===== src/logic/smsw_pkg.sv =====
package smsw_pkg;

   // ----------------------------------------------------------------
   // bus geometry
   // ----------------------------------------------------------------
   localparam int ADDR_W = 8;
   localparam int DATA_W = 32;
   localparam int LVL_W = 16;
   localparam int REF_W = 32;

   // ----------------------------------------------------------------
   // register byte offsets
   // ----------------------------------------------------------------
   localparam logic [ADDR_W-1:0] OFS_SEL = 8'h00;
   localparam logic [ADDR_W-1:0] OFS_TRQ = 8'h04;
   localparam logic [ADDR_W-1:0] OFS_SPD = 8'h08;
   localparam logic [ADDR_W-1:0] OFS_ACC = 8'h0C;
   localparam logic [ADDR_W-1:0] OFS_DEV = 8'h10;
   localparam logic [ADDR_W-1:0] OFS_STAT = 8'h14;

   // ----------------------------------------------------------------
   // fields
   // ----------------------------------------------------------------
   localparam int SEL_W = 4;
   localparam int STAT_PMODE_BIT = 0;
   localparam int STAT_ARMED_BIT = 1;
   localparam int STAT_POSCTL_BIT = 2;

   // ----------------------------------------------------------------
   // switching condition selection
   // ----------------------------------------------------------------
   typedef enum logic [SEL_W-1:0] {
      SEL_TORQUE = 4'h0,
      SEL_SPEED = 4'h1,
      SEL_ACCEL = 4'h2,
      SEL_DEVIATION = 4'h3,
      SEL_OFF = 4'h4
   } smsw_sel_t;

   // ----------------------------------------------------------------
   // reset values and ranges
   // ----------------------------------------------------------------
   localparam logic [SEL_W-1:0] SEL_RST = 4'h4;
   localparam logic [LVL_W-1:0] TRQ_LVL_RST = 16'h00C8;
   localparam logic [LVL_W-1:0] SPD_LVL_RST = 16'h0000;
   localparam logic [LVL_W-1:0] ACC_LVL_RST = 16'h0000;
   localparam logic [LVL_W-1:0] DEV_LVL_RST = 16'h0000;
   localparam logic [LVL_W-1:0] TRQ_LVL_MAX = 16'h0320;
   localparam logic [LVL_W-1:0] SPD_LVL_MAX = 16'h2710;
   localparam logic [LVL_W-1:0] ACC_LVL_MAX = 16'h7530;
   localparam logic [LVL_W-1:0] DEV_LVL_MAX = 16'h2710;

   // ----------------------------------------------------------------
   // bus responses
   // ----------------------------------------------------------------
   localparam logic [1:0] RESP_OKAY = 2'h0;
   localparam logic [1:0] RESP_SLVERR = 2'h2;

   // magnitude of a signed reference
   function automatic logic [REF_W-1:0] smsw_mag(input logic signed [REF_W-1:0] v);
      smsw_mag = v[REF_W-1] ? REF_W'(-v) : REF_W'(v);
   endfunction

endpackage


===== src/logic/smsw_cmp_if.sv =====
`timescale 1ns/100ps
interface smsw_cmp_if import smsw_pkg::*; ();
   logic [SEL_W-1:0] sel;
   logic [LVL_W-1:0] trq_lvl;
   logic [LVL_W-1:0] spd_lvl;
   logic [LVL_W-1:0] acc_lvl;
   logic [LVL_W-1:0] dev_lvl;
   logic signed [REF_W-1:0] torque_ref;
   logic signed [REF_W-1:0] speed_ref;
   logic signed [REF_W-1:0] accel_ref;
   logic signed [REF_W-1:0] pos_dev;
   logic pos_ctrl_mode;
   logic cond;

   modport ctl (
      output sel, trq_lvl, spd_lvl, acc_lvl, dev_lvl,
      output torque_ref, speed_ref, accel_ref, pos_dev, pos_ctrl_mode,
      input cond
   );
   modport cmp (
      input sel, trq_lvl, spd_lvl, acc_lvl, dev_lvl,
      input torque_ref, speed_ref, accel_ref, pos_dev, pos_ctrl_mode,
      output cond
   );
endinterface


===== src/logic/smsw_cmp.sv =====
`timescale 1ns/100ps
module smsw_cmp import smsw_pkg::*; (
   // settings and references
   smsw_cmp_if.cmp c
);

   // ----------------------------------------------------------------
   // condition select and compare
   // ----------------------------------------------------------------
   always_comb begin
      case (c.sel)
         SEL_TORQUE: begin
            c.cond = smsw_mag(c.torque_ref) >= REF_W'(c.trq_lvl);
         end
         SEL_SPEED: begin
            c.cond = smsw_mag(c.speed_ref) >= REF_W'(c.spd_lvl);
         end
         SEL_ACCEL: begin
            c.cond = smsw_mag(c.accel_ref) >= REF_W'(c.acc_lvl);
         end
         SEL_DEVIATION: begin
            // outside position control this choice never switches
            c.cond = c.pos_ctrl_mode && (smsw_mag(c.pos_dev) >= REF_W'(c.dev_lvl));
         end
         default: begin
            c.cond = 1'b0;
         end
      endcase
   end

endmodule


===== src/logic/smsw_top.sv =====
`timescale 1ns/100ps
module smsw_top import smsw_pkg::*; (
   // clock and reset
   input wire logic aclk,
   input wire logic aresetn,
   // axi4-lite write address
   input wire logic awvalid,
   output logic awready,
   input wire logic [ADDR_W-1:0] awaddr,
   input wire logic [2:0] awprot,
   // axi4-lite write data
   input wire logic wvalid,
   output logic wready,
   input wire logic [DATA_W-1:0] wdata,
   input wire logic [3:0] wstrb,
   // axi4-lite write response
   output logic bvalid,
   input wire logic bready,
   output logic [1:0] bresp,
   // axi4-lite read address
   input wire logic arvalid,
   output logic arready,
   input wire logic [ADDR_W-1:0] araddr,
   input wire logic [2:0] arprot,
   // axi4-lite read data
   output logic rvalid,
   input wire logic rready,
   output logic [DATA_W-1:0] rdata,
   output logic [1:0] rresp,
   // references from the control loops
   input wire logic signed [REF_W-1:0] torque_ref,
   input wire logic signed [REF_W-1:0] speed_ref,
   input wire logic signed [REF_W-1:0] accel_ref,
   input wire logic signed [REF_W-1:0] pos_dev,
   input wire logic pos_ctrl_mode,
   // speed loop mode
   output logic p_mode
);

   // ----------------------------------------------------------------
   // helpers
   // ----------------------------------------------------------------
   function automatic logic [LVL_W-1:0] wr_lvl(input logic [LVL_W-1:0] old,
                                              input logic [DATA_W-1:0] d,
                                              input logic [3:0] s,
                                              input logic [LVL_W-1:0] lim);
      logic [LVL_W-1:0] v;
      v = old;
      if (s[0]) begin
         v[7:0] = d[7:0];
      end
      if (s[1]) begin
         v[15:8] = d[15:8];
      end
      // out-of-range writes saturate so the loop never sees a bogus level
      wr_lvl = (v > lim) ? lim : v;
   endfunction

   function automatic logic mapped(input logic [ADDR_W-1:0] a);
      mapped = (a == OFS_SEL) || (a == OFS_TRQ) || (a == OFS_SPD) || (a == OFS_ACC)
               || (a == OFS_DEV) || (a == OFS_STAT);
   endfunction

   // ----------------------------------------------------------------
   // state
   // ----------------------------------------------------------------
   logic [SEL_W-1:0] sel_r;
   logic [LVL_W-1:0] trq_lvl_r;
   logic [LVL_W-1:0] spd_lvl_r;
   logic [LVL_W-1:0] acc_lvl_r;
   logic [LVL_W-1:0] dev_lvl_r;
   logic p_mode_r;
   logic aw_held_r;
   logic [ADDR_W-1:0] aw_addr_r;
   logic w_held_r;
   logic [DATA_W-1:0] w_data_r;
   logic [3:0] w_strb_r;
   logic bvalid_r;
   logic [1:0] bresp_r;
   logic rvalid_r;
   logic [DATA_W-1:0] rdata_r;
   logic [1:0] rresp_r;
   logic do_wr;
   logic [DATA_W-1:0] rd_nxt;

   smsw_cmp_if cif ();

   // ----------------------------------------------------------------
   // comparator
   // ----------------------------------------------------------------
   assign cif.sel = sel_r;
   assign cif.trq_lvl = trq_lvl_r;
   assign cif.spd_lvl = spd_lvl_r;
   assign cif.acc_lvl = acc_lvl_r;
   assign cif.dev_lvl = dev_lvl_r;
   assign cif.torque_ref = torque_ref;
   assign cif.speed_ref = speed_ref;
   assign cif.accel_ref = accel_ref;
   assign cif.pos_dev = pos_dev;
   assign cif.pos_ctrl_mode = pos_ctrl_mode;

   smsw_cmp u_cmp (
      .c (cif.cmp)
   );

   // ----------------------------------------------------------------
   // mode output
   // ----------------------------------------------------------------
   always_ff @(posedge aclk) begin
      if (!aresetn) begin
         p_mode_r <= 1'b0;
      end else begin
         p_mode_r <= cif.cond;
      end
   end

   assign p_mode = p_mode_r;

   // ----------------------------------------------------------------
   // write channel
   // ----------------------------------------------------------------
   assign awready = !aw_held_r && !bvalid_r;
   assign wready = !w_held_r && !bvalid_r;
   assign do_wr = aw_held_r && w_held_r;
   assign bvalid = bvalid_r;
   assign bresp = bresp_r;

   always_ff @(posedge aclk) begin
      if (!aresetn) begin
         aw_held_r <= 1'b0;
         aw_addr_r <= 8'h00;
      end else if (awvalid && awready) begin
         aw_held_r <= 1'b1;
         aw_addr_r <= awaddr;
      end else if (do_wr) begin
         aw_held_r <= 1'b0;
      end
   end

   always_ff @(posedge aclk) begin
      if (!aresetn) begin
         w_held_r <= 1'b0;
         w_data_r <= 32'h00000000;
         w_strb_r <= 4'h0;
      end else if (wvalid && wready) begin
         w_held_r <= 1'b1;
         w_data_r <= wdata;
         w_strb_r <= wstrb;
      end else if (do_wr) begin
         w_held_r <= 1'b0;
      end
   end

   always_ff @(posedge aclk) begin
      if (!aresetn) begin
         bvalid_r <= 1'b0;
         bresp_r <= RESP_OKAY;
      end else if (do_wr) begin
         bvalid_r <= 1'b1;
         bresp_r <= (mapped(aw_addr_r) && aw_addr_r != OFS_STAT) ? RESP_OKAY : RESP_SLVERR;
      end else if (bready) begin
         bvalid_r <= 1'b0;
      end
   end

   // ----------------------------------------------------------------
   // settings registers
   // ----------------------------------------------------------------
   always_ff @(posedge aclk) begin
      if (!aresetn) begin
         sel_r <= SEL_RST;
      end else if (do_wr && aw_addr_r == OFS_SEL && w_strb_r[0]) begin
         sel_r <= w_data_r[SEL_W-1:0];
      end
   end

   always_ff @(posedge aclk) begin
      if (!aresetn) begin
         trq_lvl_r <= TRQ_LVL_RST;
      end else if (do_wr && aw_addr_r == OFS_TRQ) begin
         trq_lvl_r <= wr_lvl(trq_lvl_r, w_data_r, w_strb_r, TRQ_LVL_MAX);
      end
   end

   always_ff @(posedge aclk) begin
      if (!aresetn) begin
         spd_lvl_r <= SPD_LVL_RST;
         acc_lvl_r <= ACC_LVL_RST;
         dev_lvl_r <= DEV_LVL_RST;
      end else if (do_wr) begin
         if (aw_addr_r == OFS_SPD) begin
            spd_lvl_r <= wr_lvl(spd_lvl_r, w_data_r, w_strb_r, SPD_LVL_MAX);
         end
         if (aw_addr_r == OFS_ACC) begin
            acc_lvl_r <= wr_lvl(acc_lvl_r, w_data_r, w_strb_r, ACC_LVL_MAX);
         end
         if (aw_addr_r == OFS_DEV) begin
            dev_lvl_r <= wr_lvl(dev_lvl_r, w_data_r, w_strb_r, DEV_LVL_MAX);
         end
      end
   end

   // ----------------------------------------------------------------
   // read channel
   // ----------------------------------------------------------------
   assign arready = !rvalid_r;
   assign rvalid = rvalid_r;
   assign rdata = rdata_r;
   assign rresp = rresp_r;

   always_comb begin
      rd_nxt = 32'h00000000;
      case (araddr)
         OFS_SEL: rd_nxt[SEL_W-1:0] = sel_r;
         OFS_TRQ: rd_nxt[LVL_W-1:0] = trq_lvl_r;
         OFS_SPD: rd_nxt[LVL_W-1:0] = spd_lvl_r;
         OFS_ACC: rd_nxt[LVL_W-1:0] = acc_lvl_r;
         OFS_DEV: rd_nxt[LVL_W-1:0] = dev_lvl_r;
         OFS_STAT: begin
            rd_nxt[STAT_PMODE_BIT] = p_mode_r;
            rd_nxt[STAT_ARMED_BIT] = sel_r < SEL_OFF;
            rd_nxt[STAT_POSCTL_BIT] = pos_ctrl_mode;
         end
         default: rd_nxt = 32'h00000000;
      endcase
   end

   always_ff @(posedge aclk) begin
      if (!aresetn) begin
         rvalid_r <= 1'b0;
         rdata_r <= 32'h00000000;
         rresp_r <= RESP_OKAY;
      end else if (arvalid && arready) begin
         rvalid_r <= 1'b1;
         rdata_r <= rd_nxt;
         rresp_r <= mapped(araddr) ? RESP_OKAY : RESP_SLVERR;
      end else if (rready) begin
         rvalid_r <= 1'b0;
      end
   end
endmodule


===== config.mk =====
export PLATFORM = sky130hd
export DESIGN_NAME = smsw_top
export DESIGN_NICKNAME = d
export VERILOG_FILES = /design/src/logic/smsw_pkg.sv /design/src/logic/smsw_cmp_if.sv /design/src/logic/smsw_cmp.sv /design/src/logic/smsw_top.sv
export SDC_FILE = /design/constraint.sdc
export NUM_CORES = 1
export LEC_CHECK = 0
export ABC_AREA = 1
export BUFFER_PORTS_ARGS = -buffer_cell sky130_fd_sc_hd__buf_2
export CORE_UTILIZATION = 45
export CTS_CLUSTER_DIAMETER = 150
export DETAILED_ROUTE_END_ITERATION = 10
export PLACE_DENSITY = 0.79
export SETUP_SLACK_MARGIN = 0.1
export SLEW_MARGIN = 15
export SYNTH_ARGS = -nofsm -noshare
export SYNTH_HDL_FRONTEND = slang
export SYNTH_SLANG_ARGS = --single-unit

===== constraint.sdc =====
create_clock -name aclk -period 3.15 [get_ports aclk]
set_input_delay 0.63 -clock aclk [delete_from_list [all_inputs] [get_ports aclk]]
set_output_delay 0.63 -clock aclk [all_outputs]
set_load 0.005 [all_outputs]

==> metrics.txt, run 1 <==
pwr/cell area 351 nW/um^2; Main synth FF type dfxtp_1; area post-placement 12,400 sq um; WL/cell 14.1 microns; met2 wire length 16.3 mm; Critical Path RT 3.46 ns; Ant. Diodes 0; worst-path maximum fanout 4; Root Driver clkbuf_16; initial antenna violation count 0; critical path type input port to flop; met3 wire length 2.56 mm; pin count of the biggest net entering global routing 83; Max VDD drop 0.343 mV; routability cong. 1.00; Reg clk slew, reported paths 0.05 ns; post-CTS setup buffers 0; Post-layout nets 2,345; Final Max Tran Viols 0; most frequent CP cell nand2_1; top layer in use met4; Distinct cells, synth 49; Worst Hold Class flop to flop; GRT Total Usage 0.266; Initial DRC Count 1,231; FF+latch count, synth 117; max cap viols 0; post-synthesis sequential area ratio 0.211; crit path buf inv count 3; clk_lat worst skew 0.42 ns; crit path cell chain buf_2 -> inv_1 -> ha_1 -> nand2_1 -> nor2_2 -> buf_4 -> nand2_1 -> nand2_1 -> xnor2_1 -> ha_1 -> a21oi_1 -> o21ai_0 -> nor2_1 -> nand2_1 -> nor2_1 -> nand2_1 -> nor2_1 -> nand2_1 -> nor2_1 -> nand2_1 -> nand2_1 -> nand2_1 -> nor2_1 -> nor2_1; fmax 0.368 GHz; min Tclk post-route 2.72 ns; syn avg cell area 5.87 sq um; IO Pins 236; drt via density 5.33; Chip Width 159 microns; DRC viols 0; DIE AREA 25,300 sq um; Layout area overhead 16.7%; status finished, final reports clean; Clock Skews 0.00784 ns; gr ovfl total 0; Post-synth EDFFs 0; CP max stage delay 0.20 ns; final WL 34.1 mm; Fin Setup TNS 0 ns; leakage 0.00638 uW; clock sinks 117; # hold bufs at CTS 0; # resized after CTS 0; Setup-failing EPs final 0; post-route ant nets 0; post-route cell area 13,000 sq um; layout cell share with drive strength beyond 1 0.147; total number of vias 12,900; relative slew slack 0.338; Cell Area, Synth 11,100 sq um; routed length on met1 14.2 mm; Worst Setup Start Kind input port; Synth warnings 0; post-DP HPWL 27.6 mm; Die Ht 159 microns; vias in the first global route 11,800; Initial Util 0.458; Clock Tree Buf Depth 2; crit share post-route 0.862; CP delay by family, top simple AND/OR/NAND/NOR gates; asr flop ratio synth 0; H-tree levels 4; # rows 57; IO buf count 193; total CTS buffers 17; RSZ-0062 raised after global routing false; crit end category flop; worst slew pin tran 0.986 ns; Pre-Repair DR Iteration Count 6; CP Data Arrival Time 3.03 ns; first-pass GRT wire length 55.7 mm; critical path's slowest cell nor2_2; final hold vios 0; Core ar. 24,200 sq um; TritonCTS clock tree done; Gate Count Post-Synth 1,891
sequential cells by signal, indices dropped and copies added, names as in the netlist, 2 cells and up:
| signal | cells |
|---|---|
| acc_lvl_r | 16 |
| aw_addr_r | 8 |
| cif.dev_lvl | 16 |
| cif.sel | 4 |
| cif.spd_lvl | 16 |
| cif.trq_lvl | 16 |
| rdata | 16 |
| w_data_r | 16 |
| w_strb_r | 2 |
logic make-up after synthesis:
| group | share of synthesized area |
|---|---|
| other | 0.000338 |
| and+or+nand+nor | 0.362 |
| AOI/OAI and AO/OA | 0.176 |
| adders and majority gates | 0.0766 |
| buffers and inverters | 0.127 |
| xor gates and xnor gates | 0.0473 |
| DFF | 0.211 |
placed cells by master, fill, tap and decap left out, drive strengths merged, types with 2 or more instances in the layout:
cell / netlist / final
nand3: 100 / 100
o22ai: 2 / 2
a21oi: 152 / 152
o21a: 2 / 2
xor2: 49 / 49
nand4: 35 / 35
inv: 260 / 261
clkinv: 4 / 10
conb: 1 / 18
a211oi: 10 / 10
o21ai: 169 / 169
nor3b: 2 / 2
o31ai: 6 / 6
nor3: 39 / 39
a31oi: 20 / 20
nand3b: 10 / 10
a221oi: 2 / 2
dfxtp: 117 / 117
xnor2: 11 / 11
or2: 6 / 6
clkbuf: 31 / 19
nor4: 7 / 7
nor2: 245 / 245
o211ai: 2 / 2
nand2: 494 / 494
buf: 41 / 228
clkinvlp: 0 / 4
ha: 68 / 68
bufinv: 0 / 2
through the flow:
step | setup WS (ns) | hold slack [ns] | total power (uW) | cells | utilization
2_1_floorplan | 0.324 | 0.452 | 2330 | 1908 | -
3_3_place_gp | 0.0655 | 0.452 | 2630 | 2388 | 0.510
3_5_place_dp | 0.0407 | 0.452 | 2660 | 2388 | 0.510
4_1_cts | 0.463 | 0.459 | 4530 | 2420 | 0.534
5_1_grt | 0.117 | 0.478 | 4770 | 2420 | 0.534
6_report | 0.434 | 0.457 | 4540 | 2420 | 0.534
layer usage:
layer / GRT usage / vias to the layer above
li1: - / 6482
met5: 0 / -
met3: 0.0318 / 78
met4: 0.106 / 0
met2: 0.471 / 548
met1: 0.327 / 5787
where the power goes:
part | internal (uW) | switching [uW]
Clock | 1180 | 720
Sequential | 1530 | 34.3
Combinational | 406 | 679
final timing paths:
| path | startpoint | endpoint | slack [ns] | depth (start not counted) |
|---|---|---|---|---|
| worst max-delay path | accel_ref[0] | p_mode$_SDFF_PN0_ | 0.43 | 24 |
| worst min-delay path | rdata[12]$_SDFFE_PN0P_ | rdata[12]$_SDFFE_PN0P_ | 0.46 | 2 |
| worst max register to register | w_strb_r[1]$_SDFFE_PN0P_ | cif.dev_lvl[2]$_SDFFE_PN0P_ | 0.93 | 10 |
| worst min register to register | rdata[12]$_SDFFE_PN0P_ | rdata[12]$_SDFFE_PN0P_ | 0.46 | 2 |
cells in the mapped netlist (13+ instances only):
library cell	number	area (sq um)
a21oi_1	149	746
a31oi_1	20	125
buf_4	21	158
clkbuf_1	31	116
dfxtp_1	117	2340
ha_1	68	851
inv_1	250	938
nand2_1	484	1820
nand3_1	98	490
nand4_1	35	219
nor2_1	230	863
nor3_1	38	190
o21ai_0	155	776
o21ai_1	13	65.1
xor2_1	49	429
worst min-delay path: cells and delay by family, from the launching register on:
| family | cells | cell delay [ns] |
|---|---|---|
| compound gates | 1 | 0.05 |
| simple gates | 1 | 0.06 |
| flops | 1 | 0.30 |
final cells by class:
cell class,count,area (sq um)
fill,2482,11300
sequential,117,2340
timing repair buffer,228,1230
tap,324,405
clock buffer,19,443
multi-input combinational,1455,7410
inverter,264,991
clock inverter,13,133
Note: power is estimated with default switching activity, not from simulation.
==> run 2, diff against run 1 <==
--- a/config.mk
+++ b/config.mk
@@ -5,12 +5,11 @@
 export SDC_FILE = /design/constraint.sdc
 export NUM_CORES = 1
 export LEC_CHECK = 0
-export ABC_AREA = 1
 export BUFFER_PORTS_ARGS = -buffer_cell sky130_fd_sc_hd__buf_2
 export CORE_UTILIZATION = 45
 export CTS_CLUSTER_DIAMETER = 150
 export DETAILED_ROUTE_END_ITERATION = 10
-export PLACE_DENSITY = 0.79
+export PLACE_DENSITY = 0.8
 export SETUP_SLACK_MARGIN = 0.1
 export SLEW_MARGIN = 15
 export SYNTH_ARGS = -nofsm -noshare
==> metrics.txt, run 2 <==
hold slack 0.457 ns (about the same); commonest non-fill, non-tap cell in the layout buf_2 (was nand2_1); fmax 0.325 GHz (was 0.368 GHz); gr ovfl total 0 (unchanged); Worst Hold Class input port to flop (was flop to flop); Root Driver clkbuf_16 (unchanged); Chip Width 151 microns (was 159 microns); Synth Area in Simple Gates 0.282 (was 0.362); first-pass GRT wire length 49.6 mm (was 55.7 mm); CP max stage delay 0.46 ns (was 0.20 ns); clk_lat worst skew 0.42 ns (about the same); crit path cell chain buf_2 -> nor4_2 -> buf_4 -> nand3b_1 -> o41ai_1 -> xnor2_1 -> ha_1 -> nand4_1 -> a21oi_1 -> a2111oi_4 -> nand4_1 -> o31ai_1 -> buf_4 -> o211ai_1 (was buf_2 -> inv_1 -> ha_1 -> nand2_1 -> nor2_2 -> buf_4 -> nand2_1 -> nand2_1 -> xnor2_1 -> ha_1 -> a21oi_1 -> o21ai_0 -> nor2_1 -> nand2_1 -> nor2_1 -> nand2_1 -> nor2_1 -> nand2_1 -> nor2_1 -> nand2_1 -> nand2_1 -> nand2_1 -> nor2_1 -> nor2_1); Ant. Diodes 0 (unchanged); IO buf count 193 (unchanged); Max VDD drop 0.392 mV (was 0.343 mV); syn avg cell area 7.51 sq um (was 5.87 sq um); crit share post-route 0.977 (was 0.862); drt via density 5.97 (was 5.33); Initial Util 0.458 (about the same); CP Data Arrival Time 3.38 ns (was 3.03 ns); top layer in use met4 (unchanged); final hold vios 0 (unchanged); DRC viols 0 (unchanged); post-route ant nets 0 (unchanged); commonest cells after routing, fill and taps aside 192 x buf_2, 146 x nand2_1, 120 x buf_4, 117 x dfxtp_1, 88 x inv_1 (was 484 x nand2_1, 250 x inv_1, 230 x nor2_1, 193 x buf_2, 155 x o21ai_0); WL/cell 16.9 microns (was 14.1 microns); max cap viols 0 (unchanged); pin count of the biggest net entering global routing 116 (was 83); top-count cell post-synth nand2_1 (unchanged); status finished, final reports clean (unchanged); Main synth FF type dfxtp_1 (unchanged); R2R Path Start w_data_r[3]$_SDFFE_PN0P_ (was w_strb_r[1]$_SDFFE_PN0P_); Synth area leader dfxtp_1 (unchanged); vias in the first global route 10,400 (was 11,800); IO Pins 236 (unchanged); # rows 54 (was 57); largest family of logic cells by synthesized area simple AND/OR/NAND/NOR gates (unchanged); post-synthesis sequential area ratio 0.234 (was 0.211); Synth Area in XOR/XNOR 0.0525 (was 0.0473); layout cell share with drive strength beyond 1 0.249 (was 0.147); R2R setup slack 0.40 ns (was 0.93 ns); pwr/cell area 365 nW/um^2 (was 351 nW/um^2); Critical Path RT 3.45 ns (was 3.46 ns); Distinct cells, synth 79 (was 49); Worst Setup SP speed_ref[7] (was accel_ref[0]); Initial DRC Count 971 (was 1,231); GRT Total Usage 0.276 (was 0.266); met3 wire length 2.19 mm (was 2.56 mm); Synth warnings 0 (unchanged); Reg clk slew, reported paths 0.05 ns (about the same); Clock Tree Buf Depth 2 (unchanged); Final Max Tran Viols 0 (unchanged); asr flop ratio synth 0 (unchanged); post-synth top area share 0.234 (was 0.211); Worst Setup Start Kind input port (unchanged); post-synthesis compound-gate area fraction 0.263 (was 0.176); clock sinks 117 (unchanged); Die Ht 151 microns (was 159 microns); TritonCTS clock tree done (unchanged); Post-synth EDFFs 0 (unchanged); Post-synth top cells 147 x nand2_1, 117 x dfxtp_1, 88 x inv_1, 80 x o21ai_0, 71 x a21oi_1 (was 484 x nand2_1, 250 x inv_1, 230 x nor2_1, 155 x o21ai_0, 149 x a21oi_1); Gate Count Post-Synth 1,333 (was 1,891); Setup-failing EPs final 0 (unchanged); FF-to-FF path depth 8 (was 10); leakage 0.00500 uW (was 0.00638 uW); total number of vias 11,300 (was 12,900); adder-cell share of the synthesized area 0.0850 (was 0.0766); total CTS buffers 17 (unchanged); final WL 32.2 mm (was 34.1 mm); initial antenna violation count 0 (unchanged); met2 wire length 15.2 mm (was 16.3 mm); critical path's slowest cell o41ai_1 (was nor2_2); Fin Setup TNS 0 ns (unchanged); crit path capture p_mode$_SDFF_PN0_ (unchanged); min Tclk post-route 3.08 ns (was 2.72 ns); worst-path maximum fanout 4 (unchanged); Pre-Repair DR Iteration Count 8 (was 6); routability cong. 0.948 (was 1.00); Layout area overhead 28.0% (was 16.7%); Post-layout nets 1,868 (was 2,345); synth top area cells dfxtp_1 23%, ha_1 8.5%, nand2_1 5.5%, xnor2_1 4.8%, o21ai_0 4.0% (was dfxtp_1 21%, nand2_1 16%, inv_1 8.5%, nor2_1 7.8%, ha_1 7.7%); Core ar. 21,800 sq um (was 24,200 sq um); filler instances 1,961 (was 2,482); RSZ-0062 raised after global routing true (was false); H-tree levels 4 (unchanged); FF+latch count, synth 117 (unchanged); critical path type input port to flop (unchanged); routed length on met1 13.2 mm (was 14.2 mm); Clock Skews 0.00698 ns (was 0.00784 ns); worst slew pin tran 0.648 ns (was 0.986 ns); relative slew slack 0.565 (was 0.338); post-DP HPWL 25.1 mm (was 27.6 mm); multiplexer share of the synthesized area 0.0149 (was 0); Critical R2R Capture cif.dev_lvl[2]$_SDFFE_PN0P_ (unchanged); crit end category flop (unchanged); DIE AREA 22,800 sq um (was 25,300 sq um); Cell Area, Synth 10,000 sq um (was 11,100 sq um); # hold bufs at CTS 0 (unchanged)
==> run 2: kinds of logic (layout without fill, tap and decap cells) <==
kind of cell               after synthesis  in the layout
muxes                                   13             13
AOI/OAI and AO/OA                      384            384
xor gates and xnor gates                60             60
buffers and inverters                  165            434
and+or+nand+nor                        525            525
DFF                                    117            117
adders and majority gates               68             68
other                                    1             18
==> run 2: layout make-up <==
class                   instances  area [sq um]  area share
clock buffers                  20           467      0.0364
clock inverters                12           200      0.0156
inverters                      88           330      0.0258
multi-input cells            1068          7230       0.564
flip-flops and latches        117          2340       0.183
well taps                     280           350      0.0273
repair buffers                314          1890       0.148
==> run 2: worst max-delay path: cells and delay by family <==
kind	cells	cell delay (ns)
adder cells (fa/ha/maj)	1	0.26
XOR/XNOR	1	0.17
AO/OA/AOI/OAI	5	1.19
buffers and inverters	3	0.44
AND/OR/NAND/NOR	4	0.67
==> run 2: metal layers <==
layer	vias up	GRT usage
met2	508	0.471
li1	5490	-
met5	-	0
met1	5229	0.337
met3	116	0.0410
met4	0	0.134
==> run 2: what timing repair did <==
action                     CTS  global route
buffers inserted             2             0
gates resized for setup      5            18
cloned                       0             0
setup endpoints to repair    1            12
pin swaps                    7            12
==> run 2: per-stage QoR <==
| step | total power [uW] | std cells | worst slack, ns | utilization | instance area, sq um |
|---|---|---|---|---|---|
| after floorplan | 2110 | 1350 | -0.0554 | - | 10200 |
| after global placement | 2470 | 1865 | -0.386 | 0.551 | 12000 |
| after detailed placement | 2500 | 1865 | -0.509 | 0.551 | 12000 |
| after CTS | 4650 | 1899 | 0.0162 | 0.583 | 12700 |
| after global routing | 4840 | 1899 | -0.155 | 0.587 | 12800 |
| final | 4670 | 1899 | 0.0738 | 0.587 | 12800 |
==> run 2: power by group <==
group	switching [uW]	leakage, uW	total (uW)	internal, uW
combinational	522	0.00373	951	429
clock	702	0.000318	2170	1460
sequential	41.0	0.000948	1550	1510
==> run 2: how the worst min path moves through the flow <==
stage          slack [ns]  depth (start not counted)                 startpoint                        end
6_report             0.46                          3                   wdata[4]   w_data_r[4]$_SDFFE_PN0P_
5_1_grt              0.48                          3                   wdata[9]   w_data_r[9]$_SDFFE_PN0P_
4_1_cts              0.45                          3                   wdata[4]   w_data_r[4]$_SDFFE_PN0P_
3_5_place_dp         0.46                          2  aw_addr_r[1]$_SDFFE_PN0P_  aw_addr_r[1]$_SDFFE_PN0P_
3_3_place_gp         0.45                          2  w_data_r[15]$_SDFFE_PN0P_  w_data_r[15]$_SDFFE_PN0P_
2_1_floorplan        0.44                          2  aw_addr_r[5]$_SDFFE_PN0P_  aw_addr_r[5]$_SDFFE_PN0P_
